[src/hw/serial_pkg.sv]
// Overview of operation
// (RULE1) Characters carry 7, 8 or 9 data bits, chosen by software.
// (RULE2) One start bit opens each frame; parity is odd, even or absent.
// (RULE3) One or two stop bits close each frame, as configured.
// (RULE4) Internal clock: bit rate is selected clock over 16 times (divider plus one).
// (RULE5) Divider takes 8-bit values 00 to ff, dividing by 1 to 256.
// (RULE6) External clock: bit rate is transfer clock pin over 16(n+1).
// (RULE7) Transmit starts only with enable set, buffer full and clear-to-send low if used.
// (RULE8) Receive starts only with receive enable set and a start bit seen.
// (RULE9) Cause select clear: transmit request when buffer moves into shift register.
// (RULE10) Cause select set: transmit request when the whole frame has left.
// (RULE11) Receive request when a character moves into the receive buffer.
// (RULE12) Overrun flags when a character completes before the previous one was read.
// (RULE13) On overrun the buffer is overwritten and no receive request is raised.
// (RULE14) Framing error when a configured stop bit is not found high.
// (RULE15) Parity error when ones in data and parity disagree with setting.
// (RULE16) Error sum reads one while any overrun, framing or parity error stands.
// (RULE17) First two channels offer sleep mode for multiprocessor addressing.
// (RULE18) Third channel may invert data bits only, not start, parity or stop.
// (RULE19) Third channel may invert the transmit and receive pin levels entirely.
// (RULE20) Third channel ignores the external clock select; internal clock only.
// (RULE21) Software sets flow control disable on the third channel.
// (RULE22) Sleep mode keeps only characters whose most significant data bit is one.
// (RULE23) Transmit pin idles high, or floats when open drain is chosen.
// (RULE24) Start bit falling edge found on 16x clock, confirmed low at mid-bit; the receiver here leaves idle on any clock with the line low.
// (RULE25) Error flags latch per character and clear while reception is disabled.
package serial_pkg;
  localparam int ADDR_W = 3;
  localparam int DATA_W = 16;
  localparam logic [2:0] REG_MODE   = 3'h0;
  localparam logic [2:0] REG_CTRL   = 3'h1;
  localparam logic [2:0] REG_DIV    = 3'h2;
  localparam logic [2:0] REG_TXBUF  = 3'h3;
  localparam logic [2:0] REG_RXBUF  = 3'h4;
  localparam logic [2:0] REG_STATUS = 3'h5;
  localparam int MODE_LEN     = 0;
  localparam int MODE_EXT     = 3;
  localparam int MODE_STOP2   = 4;
  localparam int MODE_ODD     = 5;
  localparam int MODE_PAR_EN  = 6;
  localparam int MODE_SLEEP   = 7;
  localparam int MODE_OPEN_DR = 8;
  localparam int CTRL_TX_EN   = 0;
  localparam int CTRL_TX_WHEN = 1;
  localparam int CTRL_RX_EN   = 2;
  localparam int CTRL_FLOW_DIS = 3;
  localparam int CTRL_RTS_SEL = 4;
  localparam int CTRL_DATA_INV = 5;
  localparam int CTRL_PIN_INV = 6;
  localparam int CTRL_CLK_SEL = 8;
  localparam int STAT_TBE     = 0;
  localparam int STAT_TX_IDLE = 1;
  localparam int STAT_RX_FULL = 2;
  localparam int STAT_OVR     = 3;
  localparam int STAT_FER     = 4;
  localparam int STAT_PER     = 5;
  localparam int STAT_SUM     = 6;
  localparam int RXBUF_ERR    = 12;
  localparam logic [1:0] LEN_7 = 2'h0;
  localparam logic [1:0] LEN_9 = 2'h2;
  localparam logic [1:0] CLK_F1 = 2'h0;
  localparam logic [1:0] CLK_F8 = 2'h1;
  localparam logic [1:0] CLK_F32 = 2'h2;
  localparam logic [15:0] MODE_RESET = 16'h0001;
  localparam logic [15:0] CTRL_RESET = 16'h0000;
  localparam logic [7:0]  DIV_RESET  = 8'h00;
  localparam logic [2:0] PRE_F8_LAST  = 3'h7;
  localparam logic [4:0] PRE_F32_LAST = 5'h1f;
  localparam logic [3:0] OS_LAST  = 4'hf;
  localparam logic [3:0] OS_MID   = 4'h7;
  localparam logic [3:0] MAX_BITS = 4'h9;
  typedef enum logic [2:0] {TX_IDLE, TX_START, TX_DATA, TX_PARITY, TX_STOP} tx_state_t;
  typedef enum logic [2:0] {RX_IDLE, RX_START, RX_DATA, RX_PARITY, RX_STOP} rx_state_t;
endpackage

[src/hw/async_serial_channel.sv]
// Our own choices: the address-and-strobe port and the register addresses.
`timescale 1ns/1ps
module async_serial_channel #(
  parameter bit THIRD_CHANNEL = 1'b0
) (
  input  wire logic                           clk,
  input  wire logic                           nrst,
  input  wire logic                           ce,
  input  wire logic [serial_pkg::ADDR_W-1:0]  addr,
  input  wire logic [serial_pkg::DATA_W-1:0]  wdata,
  input  wire logic                           wr,
  input  wire logic                           rd,
  output logic      [serial_pkg::DATA_W-1:0]  rdata,
  input  wire logic                           serial_in_pin,
  input  wire logic                           transfer_clock_pin,
  output logic                                serial_out_pin,
  output logic                                serial_out_oe,
  input  wire logic                           flow_pin_in,
  output logic                                flow_pin_out,
  output logic                                flow_pin_oe,
  output logic                                tx_request,
  output logic                                rx_request
);
  import serial_pkg::*;

  logic [15:0] mode;
  logic [15:0] ctrl;
  logic [7:0]  div_n;
  logic [8:0]  txbuf;
  logic        tbe;
  logic [8:0]  rxbuf;
  logic        rx_full;
  logic        ovr;
  logic        fer;
  logic        per;

  logic [3:0]  dbits;
  logic [8:0]  dmask;
  logic        ext_sel;
  logic        sleep_on;
  logic        data_inv;
  logic        pin_inv;
  logic        tx_en;
  logic        rx_en;
  logic        cts_ok;

  always_comb begin
    unique case (mode[MODE_LEN +: 2])
      LEN_7:   dbits = 4'h7;
      LEN_9:   dbits = 4'h9;
      default: dbits = 4'h8;
    endcase
  end
  assign dmask    = 9'h1ff >> (MAX_BITS - dbits); // see (RULE1)
  assign ext_sel  = mode[MODE_EXT] & ~THIRD_CHANNEL; // see (RULE20)
  assign sleep_on = mode[MODE_SLEEP] & ~THIRD_CHANNEL; // see (RULE17)
  assign data_inv = ctrl[CTRL_DATA_INV] & THIRD_CHANNEL;
  assign pin_inv  = ctrl[CTRL_PIN_INV] & THIRD_CHANNEL;
  assign tx_en    = ctrl[CTRL_TX_EN];
  assign rx_en    = ctrl[CTRL_RX_EN];

  // Register writes
  always_ff @(posedge clk or negedge nrst) begin
    if (!nrst) begin
      mode  <= MODE_RESET;
      ctrl  <= CTRL_RESET;
      div_n <= DIV_RESET;
      txbuf <= 9'h000;
    end else if (ce && wr) begin
      unique case (addr)
        REG_MODE:  mode  <= wdata;
        REG_CTRL:  ctrl  <= wdata;
        REG_DIV:   div_n <= wdata[7:0]; // see (RULE5)
        REG_TXBUF: txbuf <= wdata[8:0];
        default: ;
      endcase
    end
  end

  // Pin synchronisers; a level counts once the second and third stages agree
  logic [2:0] rx_sync;
  logic [2:0] xclk_sync;
  logic [2:0] cts_sync;
  logic       rx_level;
  logic       xclk_level;
  logic       cts_level;
  logic       ext_rise;

  always_ff @(posedge clk or negedge nrst) begin
    if (!nrst) begin
      rx_sync   <= 3'h7;
      xclk_sync <= 3'h0;
      cts_sync  <= 3'h7;
    end else if (ce) begin
      rx_sync   <= {rx_sync[1:0], serial_in_pin};
      xclk_sync <= {xclk_sync[1:0], transfer_clock_pin};
      cts_sync  <= {cts_sync[1:0], flow_pin_in};
    end
  end

  assign ext_rise = (xclk_sync[2] == xclk_sync[1]) && xclk_sync[2] && !xclk_level;

  always_ff @(posedge clk or negedge nrst) begin
    if (!nrst) begin
      rx_level   <= 1'b1;
      xclk_level <= 1'b0;
      cts_level  <= 1'b1;
    end else if (ce) begin
      if (rx_sync[2] == rx_sync[1])
        rx_level <= rx_sync[2];
      if (xclk_sync[2] == xclk_sync[1])
        xclk_level <= xclk_sync[2];
      if (cts_sync[2] == cts_sync[1])
        cts_level <= cts_sync[2];
    end
  end

  assign cts_ok = ctrl[CTRL_FLOW_DIS] | ctrl[CTRL_RTS_SEL] | ~cts_level; // see (RULE7)

  // Request-to-send drives low while the receiver can take a character
  always_ff @(posedge clk or negedge nrst) begin
    if (!nrst) begin
      flow_pin_out <= 1'b1;
    end else if (ce) begin
      flow_pin_out <= ~(rx_en & ~rx_full);
    end
  end
  assign flow_pin_oe = ~ctrl[CTRL_FLOW_DIS] & ctrl[CTRL_RTS_SEL]; // see (RULE21)

  // Clock selection and bit-rate divider producing the 16x tick
  logic [4:0] pre_cnt;
  logic       src_tick;
  logic [7:0] div_cnt;
  logic       os_tick;

  always_ff @(posedge clk or negedge nrst) begin
    if (!nrst)
      pre_cnt <= 5'h00;
    else if (ce)
      pre_cnt <= pre_cnt + 5'h01;
  end

  always_comb begin
    if (ext_sel) begin
      src_tick = ext_rise; // see (RULE6)
    end else begin
      unique case (ctrl[CTRL_CLK_SEL +: 2])
        CLK_F1:  src_tick = 1'b1;
        CLK_F8:  src_tick = (pre_cnt[2:0] == PRE_F8_LAST);
        CLK_F32: src_tick = (pre_cnt == PRE_F32_LAST);
        default: src_tick = 1'b1;
      endcase
    end
  end

  always_ff @(posedge clk or negedge nrst) begin
    if (!nrst) begin
      div_cnt <= 8'h00;
      os_tick <= 1'b0;
    end else if (ce) begin
      os_tick <= 1'b0;
      if (src_tick) begin
        if (div_cnt == 8'h00) begin
          div_cnt <= div_n; // see (RULE4)
          os_tick <= 1'b1;
        end else begin
          div_cnt <= div_cnt - 8'h01;
        end
      end
    end
  end

  // Transmitter
  tx_state_t  tx_state;
  logic [8:0] tx_shift;
  logic [3:0] tx_os;
  logic [3:0] tx_bits;
  logic       tx_par;
  logic       tx_line;
  logic       tx_start;
  logic       tx_bit_end;
  logic       tx_done;
  logic [8:0] tx_wire;

  assign tx_wire    = (txbuf ^ {9{data_inv}}) & dmask; // see (RULE18)
  assign tx_start   = (tx_state == TX_IDLE) && tx_en && !tbe && cts_ok; // see (RULE7)
  assign tx_bit_end = os_tick && (tx_os == OS_LAST);
  assign tx_done    = (tx_state == TX_STOP) && tx_bit_end && (tx_bits == 4'h0);

  always_ff @(posedge clk or negedge nrst) begin
    if (!nrst) begin
      tx_state <= TX_IDLE;
      tx_shift <= 9'h000;
      tx_os    <= 4'h0;
      tx_bits  <= 4'h0;
      tx_par   <= 1'b0;
    end else if (ce) begin
      if (os_tick)
        tx_os <= tx_os + 4'h1;
      unique case (tx_state)
        TX_IDLE: begin
          if (tx_start) begin
            tx_state <= TX_START; // see (RULE2)
            tx_shift <= tx_wire;
            tx_par   <= (^tx_wire) ^ mode[MODE_ODD]; // see (RULE15)
            tx_os    <= 4'h0;
          end
        end
        TX_START: begin
          if (tx_bit_end) begin
            tx_state <= TX_DATA;
            tx_bits  <= dbits - 4'h1;
          end
        end
        TX_DATA: begin
          if (tx_bit_end) begin
            tx_shift <= {1'b0, tx_shift[8:1]};
            if (tx_bits != 4'h0) begin
              tx_bits <= tx_bits - 4'h1;
            end else if (mode[MODE_PAR_EN]) begin
              tx_state <= TX_PARITY;
            end else begin
              tx_state <= TX_STOP;
              tx_bits  <= {3'h0, mode[MODE_STOP2]};
            end
          end
        end
        TX_PARITY: begin
          if (tx_bit_end) begin
            tx_state <= TX_STOP;
            tx_bits  <= {3'h0, mode[MODE_STOP2]}; // see (RULE3)
          end
        end
        TX_STOP: begin
          if (tx_bit_end) begin
            if (tx_bits != 4'h0)
              tx_bits <= tx_bits - 4'h1;
            else
              tx_state <= TX_IDLE;
          end
        end
      endcase
    end
  end

  // A write in the load cycle wins, so the new character is never lost
  always_ff @(posedge clk or negedge nrst) begin
    if (!nrst)
      tbe <= 1'b1;
    else if (ce) begin
      if (wr && addr == REG_TXBUF)
        tbe <= 1'b0;
      else if (tx_start)
        tbe <= 1'b1;
    end
  end

  always_comb begin
    unique case (tx_state)
      TX_IDLE:   tx_line = 1'b1;
      TX_START:  tx_line = 1'b0;
      TX_DATA:   tx_line = tx_shift[0];
      TX_PARITY: tx_line = tx_par;
      TX_STOP:   tx_line = 1'b1;
      default:   tx_line = 1'b1;
    endcase
  end

  always_ff @(posedge clk or negedge nrst) begin
    if (!nrst)
      serial_out_pin <= 1'b1;
    else if (ce)
      serial_out_pin <= tx_line ^ pin_inv; // see (RULE19) (RULE23)
  end
  // Open drain only ever pulls low; a high level leaves the pin floating
  assign serial_out_oe = ~(mode[MODE_OPEN_DR] & serial_out_pin); // see (RULE23)

  always_ff @(posedge clk or negedge nrst) begin
    if (!nrst)
      tx_request <= 1'b0;
    else if (ce)
      tx_request <= ctrl[CTRL_TX_WHEN] ? tx_done : tx_start; // see (RULE9) (RULE10)
  end

  // Receiver
  rx_state_t  rx_state;
  logic [8:0] rx_shift;
  logic [3:0] rx_os;
  logic [3:0] rx_bits;
  logic       rx_in;
  logic       rx_sample;
  logic       rx_per;
  logic       rx_fer;
  logic       rx_done;
  logic [8:0] rx_wire;
  logic       rx_msb;
  logic       rx_accept;
  logic       rx_read;

  assign rx_in     = rx_level ^ pin_inv; // see (RULE19)
  assign rx_sample = os_tick && (rx_os == OS_LAST);
  assign rx_wire   = rx_shift >> (MAX_BITS - dbits);
  assign rx_msb    = rx_wire[dbits - 4'h1];
  assign rx_done   = (rx_state == RX_STOP) && rx_sample && (rx_bits == 4'h0);
  assign rx_accept = rx_done && (!sleep_on || rx_msb); // see (RULE22)
  assign rx_read   = rd && (addr == REG_RXBUF);

  always_ff @(posedge clk or negedge nrst) begin
    if (!nrst) begin
      rx_state <= RX_IDLE;
      rx_shift <= 9'h000;
      rx_os    <= 4'h0;
      rx_bits  <= 4'h0;
      rx_per   <= 1'b0;
      rx_fer   <= 1'b0;
    end else if (ce) begin
      if (os_tick)
        rx_os <= rx_os + 4'h1;
      if (!rx_en) begin
        rx_state <= RX_IDLE;
      end else begin
        unique case (rx_state)
          RX_IDLE: begin
            if (!rx_in) begin
              rx_state <= RX_START; // see (RULE8)
              rx_os    <= 4'h0;
              rx_fer   <= 1'b0;
            end
          end
          RX_START: begin
            if (os_tick && rx_os == OS_MID) begin
              rx_os <= 4'h0;
              if (!rx_in) begin
                rx_state <= RX_DATA; // see (RULE24)
                rx_bits  <= dbits - 4'h1;
              end else begin
                rx_state <= RX_IDLE;
              end
            end
          end
          RX_DATA: begin
            if (rx_sample) begin
              rx_shift <= {rx_in, rx_shift[8:1]};
              if (rx_bits != 4'h0) begin
                rx_bits <= rx_bits - 4'h1;
              end else if (mode[MODE_PAR_EN]) begin
                rx_state <= RX_PARITY;
              end else begin
                rx_state <= RX_STOP;
                rx_per   <= 1'b0;
                rx_bits  <= {3'h0, mode[MODE_STOP2]};
              end
            end
          end
          RX_PARITY: begin
            if (rx_sample) begin
              rx_per   <= (^rx_wire) ^ rx_in ^ mode[MODE_ODD]; // see (RULE15)
              rx_state <= RX_STOP;
              rx_bits  <= {3'h0, mode[MODE_STOP2]};
            end
          end
          RX_STOP: begin
            if (rx_sample) begin
              if (!rx_in)
                rx_fer <= 1'b1;
              if (rx_bits != 4'h0)
                rx_bits <= rx_bits - 4'h1;
              else
                rx_state <= RX_IDLE;
            end
          end
        endcase
      end
    end
  end

  // Receive buffer; a new character wins over a read in the same cycle
  always_ff @(posedge clk or negedge nrst) begin
    if (!nrst) begin
      rxbuf      <= 9'h000;
      rx_full    <= 1'b0;
      rx_request <= 1'b0;
    end else if (ce) begin
      rx_request <= rx_accept && !rx_full; // see (RULE11) (RULE13)
      if (rx_accept) begin
        rxbuf   <= (rx_wire ^ {9{data_inv}}) & dmask; // see (RULE13) (RULE18)
        rx_full <= 1'b1;
      end else if (rx_read) begin
        rx_full <= 1'b0;
      end
    end
  end

  // The last stop bit is checked at its mid-point, so rx_fer is not final yet
  always_ff @(posedge clk or negedge nrst) begin
    if (!nrst) begin
      ovr <= 1'b0;
      fer <= 1'b0;
      per <= 1'b0;
    end else if (ce) begin
      if (!rx_en) begin
        ovr <= 1'b0; // see (RULE25)
        fer <= 1'b0;
        per <= 1'b0;
      end else if (rx_accept) begin
        ovr <= rx_full; // see (RULE12)
        fer <= rx_fer | ~rx_in; // see (RULE14)
        per <= rx_per & mode[MODE_PAR_EN];
      end
    end
  end

  // Register reads, data one cycle after the strobe
  always_ff @(posedge clk or negedge nrst) begin
    if (!nrst) begin
      rdata <= 16'h0000;
    end else if (ce && rd) begin
      unique case (addr)
        REG_MODE:   rdata <= mode;
        REG_CTRL:   rdata <= ctrl;
        REG_DIV:    rdata <= {8'h00, div_n};
        REG_TXBUF:  rdata <= {7'h00, txbuf};
        REG_RXBUF:  rdata <= {ovr | fer | per, per, fer, ovr, 3'h0, rxbuf};
        REG_STATUS: rdata <= {9'h000, ovr | fer | per, per, fer, ovr, rx_full,
                              tx_state == TX_IDLE, tbe}; // see (RULE16)
        default:    rdata <= 16'h0000;
      endcase
    end
  end
endmodule // async_serial_channel

[config.mk]
export PLATFORM = sky130hd
export DESIGN_NAME = async_serial_channel
export DESIGN_NICKNAME = d
export VERILOG_FILES = /design/src/hw/serial_pkg.sv /design/src/hw/async_serial_channel.sv
export SDC_FILE = /design/constraint.sdc
export NUM_CORES = 1
export LEC_CHECK = 0
export ABC_AREA = 1
export BUFFER_PORTS_ARGS = -buffer_cell sky130_fd_sc_hd__buf_2
export CAP_MARGIN = 20
export CORE_UTILIZATION = 40
export DETAILED_ROUTE_END_ITERATION = 6
export PLACE_DENSITY = 0.66
export SLEW_MARGIN = 20
export SYNTH_ARGS = -nofsm -noshare
export SYNTH_HDL_FRONTEND = slang
export SYNTH_SLANG_ARGS = --single-unit
[constraint.sdc]
create_clock -name clk -period 4.7 [get_ports clk]
set_clock_uncertainty 0.1 [all_clocks]
set_input_delay 0.705 -clock clk [delete_from_list [all_inputs] [get_ports clk]]
set_output_delay 0.705 -clock clk [all_outputs]
set_load 0.01 [all_outputs]
# Word level (Yosys, flattened, before mapping)
# Index checks and enable logic that the tools add are counted.
# op_classes
n_addsub	8
n_lt_le_gt_ge	1
eq_ne	52
shifts	2
muxes	76
bitwise_logic	20
reduce_logical	62
# op_table
op	count
16-bit case mux with 6 select lines	1
4-bit two-way mux	21
3-bit two-way mux	16
2-bit inequality test (second input constant)	16
4-bit case mux with 4 select lines	2
3-bit case mux with 5 select lines	2
3-bit inequality test (second input constant)	9
2-bit AND reduction	12
8-bit AND reduction	3
1-bit two-way mux	22
9-bit AND	2
3-bit by 2-bit == test with 1-bit output (second input constant)	6
1-bit logical AND	18
9-bit two-way mux	2
9-bit case mux with 2 select lines	1
9-bit parity	2
4-bit case mux with 2 select lines	2
4-bit nonzero test	4
3-bit == test (second input constant)	5
4-bit by 1-bit subtractor with 4-bit output (second input constant)	3
10-bit AND reduction	1
2-bit nonzero test	5
3-bit by 1-bit == test with 1-bit output (second input constant)	3
3-bit zero test	3
32 further kinds	60
# word_totals
reg_bits	152
in_bits	27

# Logic depth before layout (Yosys ltp)
# Gate-level depths: netlist of the first run.
# logic_depth
depth_word	10
mapped_depth	14
depth_no_buf	14

# Least setup slack after synthesis of the first run
# No wires, ideal clock.
# synth_path
kind	input-to-reg
startpoint	input port ce
endpoint	register rx_per
setup_ns	0.116
arrival_ns	1.695
required_time_ns	4.484
path_slack_ns	2.788
cell_stages	9
n_path_buf	2
path_cell_list	buf_2 > inv_1 > buf_2 > nor2_1 > nand4_1 > o21ai_2 > nand3_1 > nand2_1 > nand2_1
# synth_via
elab_chain_len	1
# synth_lines
item	line_no	source
start: declaration	async_serial_channel.sv:8	input wire logic ce,
7-bit AND reduction (no line)	n/a	
end signal: assignment	async_serial_channel.sv:357	rx_per <= (^rx_wire) ^ rx_in ^ mode[MODE_ODD];
end: declaration	async_serial_channel.sv:292	logic rx_per;
# No other way between the ends.
# A chain may end at the register's enable or synchronous reset.

# Worst setup path in the final report of the first run
# layout_path
startpoint	input port ce
endpoint	register rdata[0] (netlist name)
# layout_via
elab_chain_len	1
# layout_lines
item	line_no	source
1-bit logical AND	async_serial_channel.sv:417	end else if (ce && rd) begin
end signal: assignment	async_serial_channel.sv:419	REG_MODE: rdata <= mode;
end signal: assignment	async_serial_channel.sv:420	REG_CTRL: rdata <= ctrl;
end signal: assignment	async_serial_channel.sv:421	REG_DIV: rdata <= {8'h00, div_n};
end: declaration	async_serial_channel.sv:13	output logic [serial_pkg::DATA_W-1:0] rdata,
# No other way between the ends.

==> results of run 1 <==
## power groups by stage
stage	Sequential (mW)	Clock [mW]	Combinational (mW)
after floorplan	1.81	0	0.966
after global placement	1.88	0	1.20
after detailed placement	1.88	0	1.23
after CTS	1.87	1.42	1.23
after global routing	1.91	1.47	1.43
final	1.87	1.40	1.22
## worst paths after layout
| path | slack, ns | start | end |
|---|---|---|---|
| setup / recovery | 2.12 | ce | rdata[0]$_DFFE_PN0P_ |
| hold / removal | 0.23 | nrst | tx_bits[3]$_DFFE_PN0P_ |
| setup reg to reg | 2.32 | pre_cnt[0]$_DFFE_PN0P_ | div_cnt[7]$_DFFE_PN0P_ |
| hold reg to reg | 0.37 | rdata[15]$_DFFE_PN0P_ | rdata[15]$_DFFE_PN0P_ |
| max in group asynchronous | 3.28 | nrst | mode[14]$_DFFE_PN0P_ |
| min in group clk | 0.37 | rdata[15]$_DFFE_PN0P_ | rdata[15]$_DFFE_PN0P_ |
## synth_stat cells (8+ instances only)
library cell and number:
o22ai_1 8, inv_1 108, nor2_1 53, dfrtp_1 140, a21oi_1 30, o21ai_1 10
nand2_1 282, dfstp_2 12, clkbuf_1 14, xor2_1 14, o211ai_1 16, xnor2_1 8
ha_1 14, nand3_1 35, o21ai_0 116
## cells by family after synthesis
family / after synthesis / share of synthesized area
AND/OR/NAND/NOR: 402 / 0.217
AO/OA/AOI/OAI: 221 / 0.167
flip-flops: 152 / 0.491
buffers and inverters: 146 / 0.0746
XOR/XNOR: 23 / 0.0269
adder cells (fa/ha/maj): 14 / 0.0225
multiplexers: 1 / 0.00145
## metrics by stage
stage               power (mW)  std cells   util  instance area [um^2]
floorplan                 2.77        959      -                  7780
global placement          3.08       1243  0.436                  8250
detailed placement        3.11       1243  0.436                  8250
CTS                       4.52       1275  0.468                  8850
global route              4.81       1275  0.468                  8850
finish                    4.49       1275  0.468                  8850
## critical path: stages
cell and delay, ns:
buf_2 0.07, buf_4 0.33, nand2_1 0.52, inv_1 0.57, o21ai_0 0.19, a221oi_1 0.23, a41oi_1 0.14
## area by class of cell
type | count | share of cell area
well taps | 260 | 0.0368
repair buffers | 51 | 0.0304
flip-flops and latches | 152 | 0.432
clock inverters | 14 | 0.0185
multi-input cells | 661 | 0.382
inverters | 119 | 0.0510
clock buffers | 18 | 0.0496
## per-layer routing
metal,vias to the layer above,share of wire
li1,3234,-
met1,3146,0.46
met2,169,0.47
met3,34,0.046
met4,0,0.023
met5,-,0
## layout by cell type (no fill, tap or decap), types with 6 or more instances in the layout
master | synthesis | final
a31oi_1 | 7 | 7
nand2_1 | 282 | 282
buf_2 | 7 | 47
inv_1 | 108 | 108
a221oi_1 | 7 | 7
o21ai_1 | 10 | 10
dfrtp_1 | 140 | 140
clkbuf_16 | 0 | 17
nand3_1 | 35 | 35
ha_1 | 14 | 14
xnor2_1 | 8 | 8
nand4_1 | 6 | 6
nor3_1 | 6 | 6
dfstp_2 | 12 | 12
inv_2 | 7 | 7
xor2_1 | 14 | 14
o22ai_1 | 8 | 8
a21oi_1 | 30 | 30
o21ai_0 | 116 | 116
nor2_1 | 53 | 53
o211ai_1 | 16 | 16
## flip-flops by register name, indices dropped and copies added (netlist names), 5 cells and up
name / count
pre_cnt: 5
ctrl: 16
div_cnt: 8
rdata: 16
tx_shift: 9
rxbuf: 9
mode: 16
rx_shift: 9
div_n: 8
txbuf: 9
==> results.toml, run 1 <==
[global_routing]
grtUsageMet1 = 0.284
grt_antenna_before_repair = 0
grtUsageMet3 = 0.0381
grt_pass1_vias = 6418
grt_pass1_wl_mm = 33.1
grt_max_degree = 91
met2_usage = 0.345
grt_use_total = 0.212
busiest_layer = "met2"
grt.overflow.total = 0

[sta]
holdWs_ns = 0.227
min_period_ns = 2.58
slew_headroom = 0.350
worst_pin_slew_ns = 0.973
fin_setup_tns_ns = 0
hold_viol = 0
fmax_mhz = 388
slew_viol_final = 0
finalCritPeriodShare = 0.549
worst_slack_ns = 2.12
rsz0062_at_grt = "no"
setup_viol = 0

[yosys]
ys.flop_type = "dfrtp_1"
synthesis.area_um2 = 7780
async_flop_share = 1.00
yosysWarnings = 0
synth-edff-count = 0
synthesis.nets = 1000
synth_top_area_cell = "dfrtp_1"
synth_area_per_cell_um2 = 8.11
ys_top_cells_by_area = "dfrtp_1 (45%), nand2_1 (14%), o21ai_0 (7.5%)"
seq_area_frac_synth = 0.491
synth-seq-cells = 152
syn_inst = 959
synth.top_cell.area_share = 0.450
synth_cell_type_count = 51

[final_layout]
seqCellArea_um2 = 3820
n_fill_cell = 1884
num_antenna_cells = 0
nets = 1043
layout-drive-gt1-share = 0.127
multi_input_area_um2 = 3380
area_growth_pct = 13.7

[worst_setup_path]
setup.worst_path.class = "in2reg"
crit_arrival_ns = 2.77
crit_path_end_kind = "register"
ff2ff_path_depth = 10
crit_path_max_fanout = 34
required_ns = 4.89
cp-start-kind = "input pin"

[power]
pwr-share-clk = 0.311
power_density_nw_per_um2 = 508
p_sw_frac = 0.362
comb_power_share = 0.272
cellLeakagePower_nw = 4.37
ir_worst_vdd_v = 0.000224
seq_power_share = 0.416
p_sw_mw = 1.63
internal_power_mw = 2.87

[die]
dieHeight_um = 141
core_area_um2 = 18900
start_util = 0.412
rows = 50
die_width_um = 141
ios = 49
dieArea_um2 = 20000

[routing]
via_count = 6583
via_per_inst = 5.16
first_pass_iters = 5
route.detailed.drc = 0
wl_per_cell_um = 15.4
drt_iter0_drc = 466
antenna_left = 0
drt_wl_total_mm = 19.6

[cts]
cts_buffers = 17
htreeDepth = 4
clkSinkCount = 152
clk_path_buf_depth = 2
insertion_delay_ns = 0.43
clockRootBuffer = "clkbuf_16"
cts_tree = "done"
cts_resized = 0
post_cts_buffers = 0
clk_pin_slew_worst_paths_ns = 0.07
cts_hold_buffers = 0

[placement]
pre_cts_slack_ns = 1.65
routabilityCongestion = 0.870
portBuffers = 48
dp_hpwl_mm = 14.2

[job]
maxCapViolCount = 0

[hold_path]
hp-class = "in2async"

[outcome]
outcome = "complete, no violations"
Note: power is estimated with default switching activity, not from simulation.
==> inputs of run 2 (changes only) <==
--- a/config.mk
+++ b/config.mk
@@ -10,7 +10,7 @@
 export CAP_MARGIN = 20
 export CORE_UTILIZATION = 40
 export DETAILED_ROUTE_END_ITERATION = 6
-export PLACE_DENSITY = 0.66
+export PLACE_DENSITY = 0.69
 export SLEW_MARGIN = 20
 export SYNTH_ARGS = -nofsm -noshare
 export SYNTH_HDL_FRONTEND = slang
==> constraint.sdc (replaced) <==
create_clock -name clk -period 2.25 [get_ports clk]
set_clock_uncertainty 0.1 [all_clocks]
set_input_delay 0.3375 -clock clk [delete_from_list [all_inputs] [get_ports clk]]
set_output_delay 0.3375 -clock clk [all_outputs]
set_load 0.01 [all_outputs]
==> results.toml, run 2 (synthesized netlist as in run 1, its figures left out) <==
[hold_path]
hp-class = "in2reg"
worstHoldStart = "serial_in_pin"
whs_endpoint = "rx_sync[0]$_DFFE_PN1P_"
hold_depth = 3

[placement]
portBuffers = 48
dp_hpwl_mm = 14.9
dpl_cell_area_um2 = 8390
routabilityCongestion = 0.874

[final_layout]
seqCellArea_um2 = 3820
final_common_cell = "nand2_1"
num_antenna_cells = 0
area_growth_pct = 16.0
n_fill_cell = 1833
multi_input_area_um2 = 3380
reg_top3 = "ctrl x16, mode x16, rdata x16"
nets = 1060
layout-drive-gt1-share = 0.141
fin_area_um2 = 9030
mostFrequentLayoutCells = "nand2_1 (282), dfrtp_1 (140), o21ai_0 (116), inv_1 (108), nor2_1 (53)"

[cts]
clk_pin_slew_worst_paths_ns = 0.07
clockRootBuffer = "clkbuf_16"
cts_buffers = 17
clkSinkCount = 152
htreeDepth = 4
post_cts_buffers = 0
insertion_delay_ns = 0.44
cts_tree = "done"
clk_path_buf_depth = 2

[worst_setup_path]
timing.rr.end = "rx_per$_DFFE_PN0P_"
r2r-start = "mode[0]$_DFFE_PN1P_"
cp_slowest_cell = "dfstp_2"
required_ns = 2.48
critPathBufInv = 1
cp-start-kind = "register"
crit_path_end_kind = "register"
timing.critical_path.mode_cell = "nand2_1"
ff2ff_path_depth = 13
setup.worst_path.class = "reg2reg"
cp_slowest_stage_delay_ns = 0.73
r2r_slack_ns = 0.31
crit_chain = "inv_4 -> nand2_2 -> nand3_1 -> nand2_1 -> nand2_1 -> nand2_1 -> nand2_1 -> nand3_1 -> nand2_1 -> nand2_1 -> nand2_1 -> nand2_1 -> nand2_1"
crit_arrival_ns = 2.17
crit_path_max_fanout = 13
path_delay_family = "simple AND/OR/NAND/NOR gates"

[global_routing]
grt_max_degree = 57
grt.overflow.total = 0
grt_antenna_before_repair = 0
grt_pass1_vias = 6463
grt_pass1_wl_mm = 33.5
grt_use_total = 0.216

[die]
die_width_um = 141
start_util = 0.412
ios = 49
dieArea_um2 = 20000
rows = 50
core_area_um2 = 18900
dieHeight_um = 141

[outcome]
outcome = "complete, no violations"

[sta]
hold_viol = 0
worst_pin_slew_ns = 0.553
fmax_mhz = 514
setup_viol = 0
holdWs_ns = 0.0101
rsz0062_at_grt = "no"
slew_viol_final = 0
slew_headroom = 0.631
min_period_ns = 1.94
finalCritPeriodShare = 0.864
fin_setup_tns_ns = 0

[power]
ir_worst_vdd_v = 0.000517
power_density_nw_per_um2 = 1060
cellLeakagePower_nw = 4.47

[routing]
antenna_left = 0
route.detailed.drc = 0
via_per_inst = 5.18
wl_per_cell_um = 15.7
drt_iter0_drc = 564
drt_wl_total_mm = 20.2
via_count = 6696
first_pass_iters = 7

[job]
maxCapViolCount = 0
-- run 2: what timing repair did --
item | CTS | global route
gates resized for setup | 0 | 0
hold buffers | 1 | 0
hold endpoints to repair | 50 | 0
-- run 2: worst max path at each step --
stage / start / endpoint / cells past startpoint
6_report: mode[0]$_DFFE_PN1P_ / rx_per$_DFFE_PN0P_ / 13
5_1_grt: mode[0]$_DFFE_PN1P_ / rx_per$_DFFE_PN0P_ / 13
4_1_cts: pre_cnt[0]$_DFFE_PN0P_ / div_cnt[7]$_DFFE_PN0P_ / 10
3_5_place_dp: mode[0]$_DFFE_PN1P_ / rx_per$_DFFE_PN0P_ / 13
3_3_place_gp: pre_cnt[0]$_DFFE_PN0P_ / div_cnt[7]$_DFFE_PN0P_ / 10
2_1_floorplan: pre_cnt[0]$_DFFE_PN0P_ / div_cnt[7]$_DFFE_PN0P_ / 10
-- run 2: layout make-up --
class | instances | area share
Sequential cell | 152 | 0.423
Multi-Input combinational cell | 661 | 0.375
Inverter | 119 | 0.0500
Clock buffer | 18 | 0.0487
Timing Repair Buffer | 68 | 0.0470
Tap cell | 260 | 0.0360
Clock inverter | 14 | 0.0207
-- run 2: worst min-delay path, delay by kind of cell --
family	cells	cell delay, ns
buffers and inverters	1	0.08
AOI/OAI and AO/OA	1	0.06
and+or+nand+nor	1	0.04
-- run 2: routing by layer --
layer,GRT usage,routed length [um]
met5,0,0
met4,0.0804,472
met3,0.0412,1150
met2,0.343,9340
met1,0.295,9290
-- run 2: where the power goes --
group,switching [mW],internal [mW]
clock,1.22,1.80
sequential,0.564,3.36
combinational,1.64,0.976
total,3.42,6.14
-- run 2: metrics by stage --
step	std cells	power, mW	utilization	worst slack [ns]
3_3_place_gp	1259	6.47	0.444	0.355
2_1_floorplan	959	5.79	-	0.354
3_5_place_dp	1259	6.54	0.444	0.319
6_report	1292	9.56	0.478	0.306
4_1_cts	1292	9.61	0.478	0.307
5_1_grt	1292	10.2	0.478	0.125
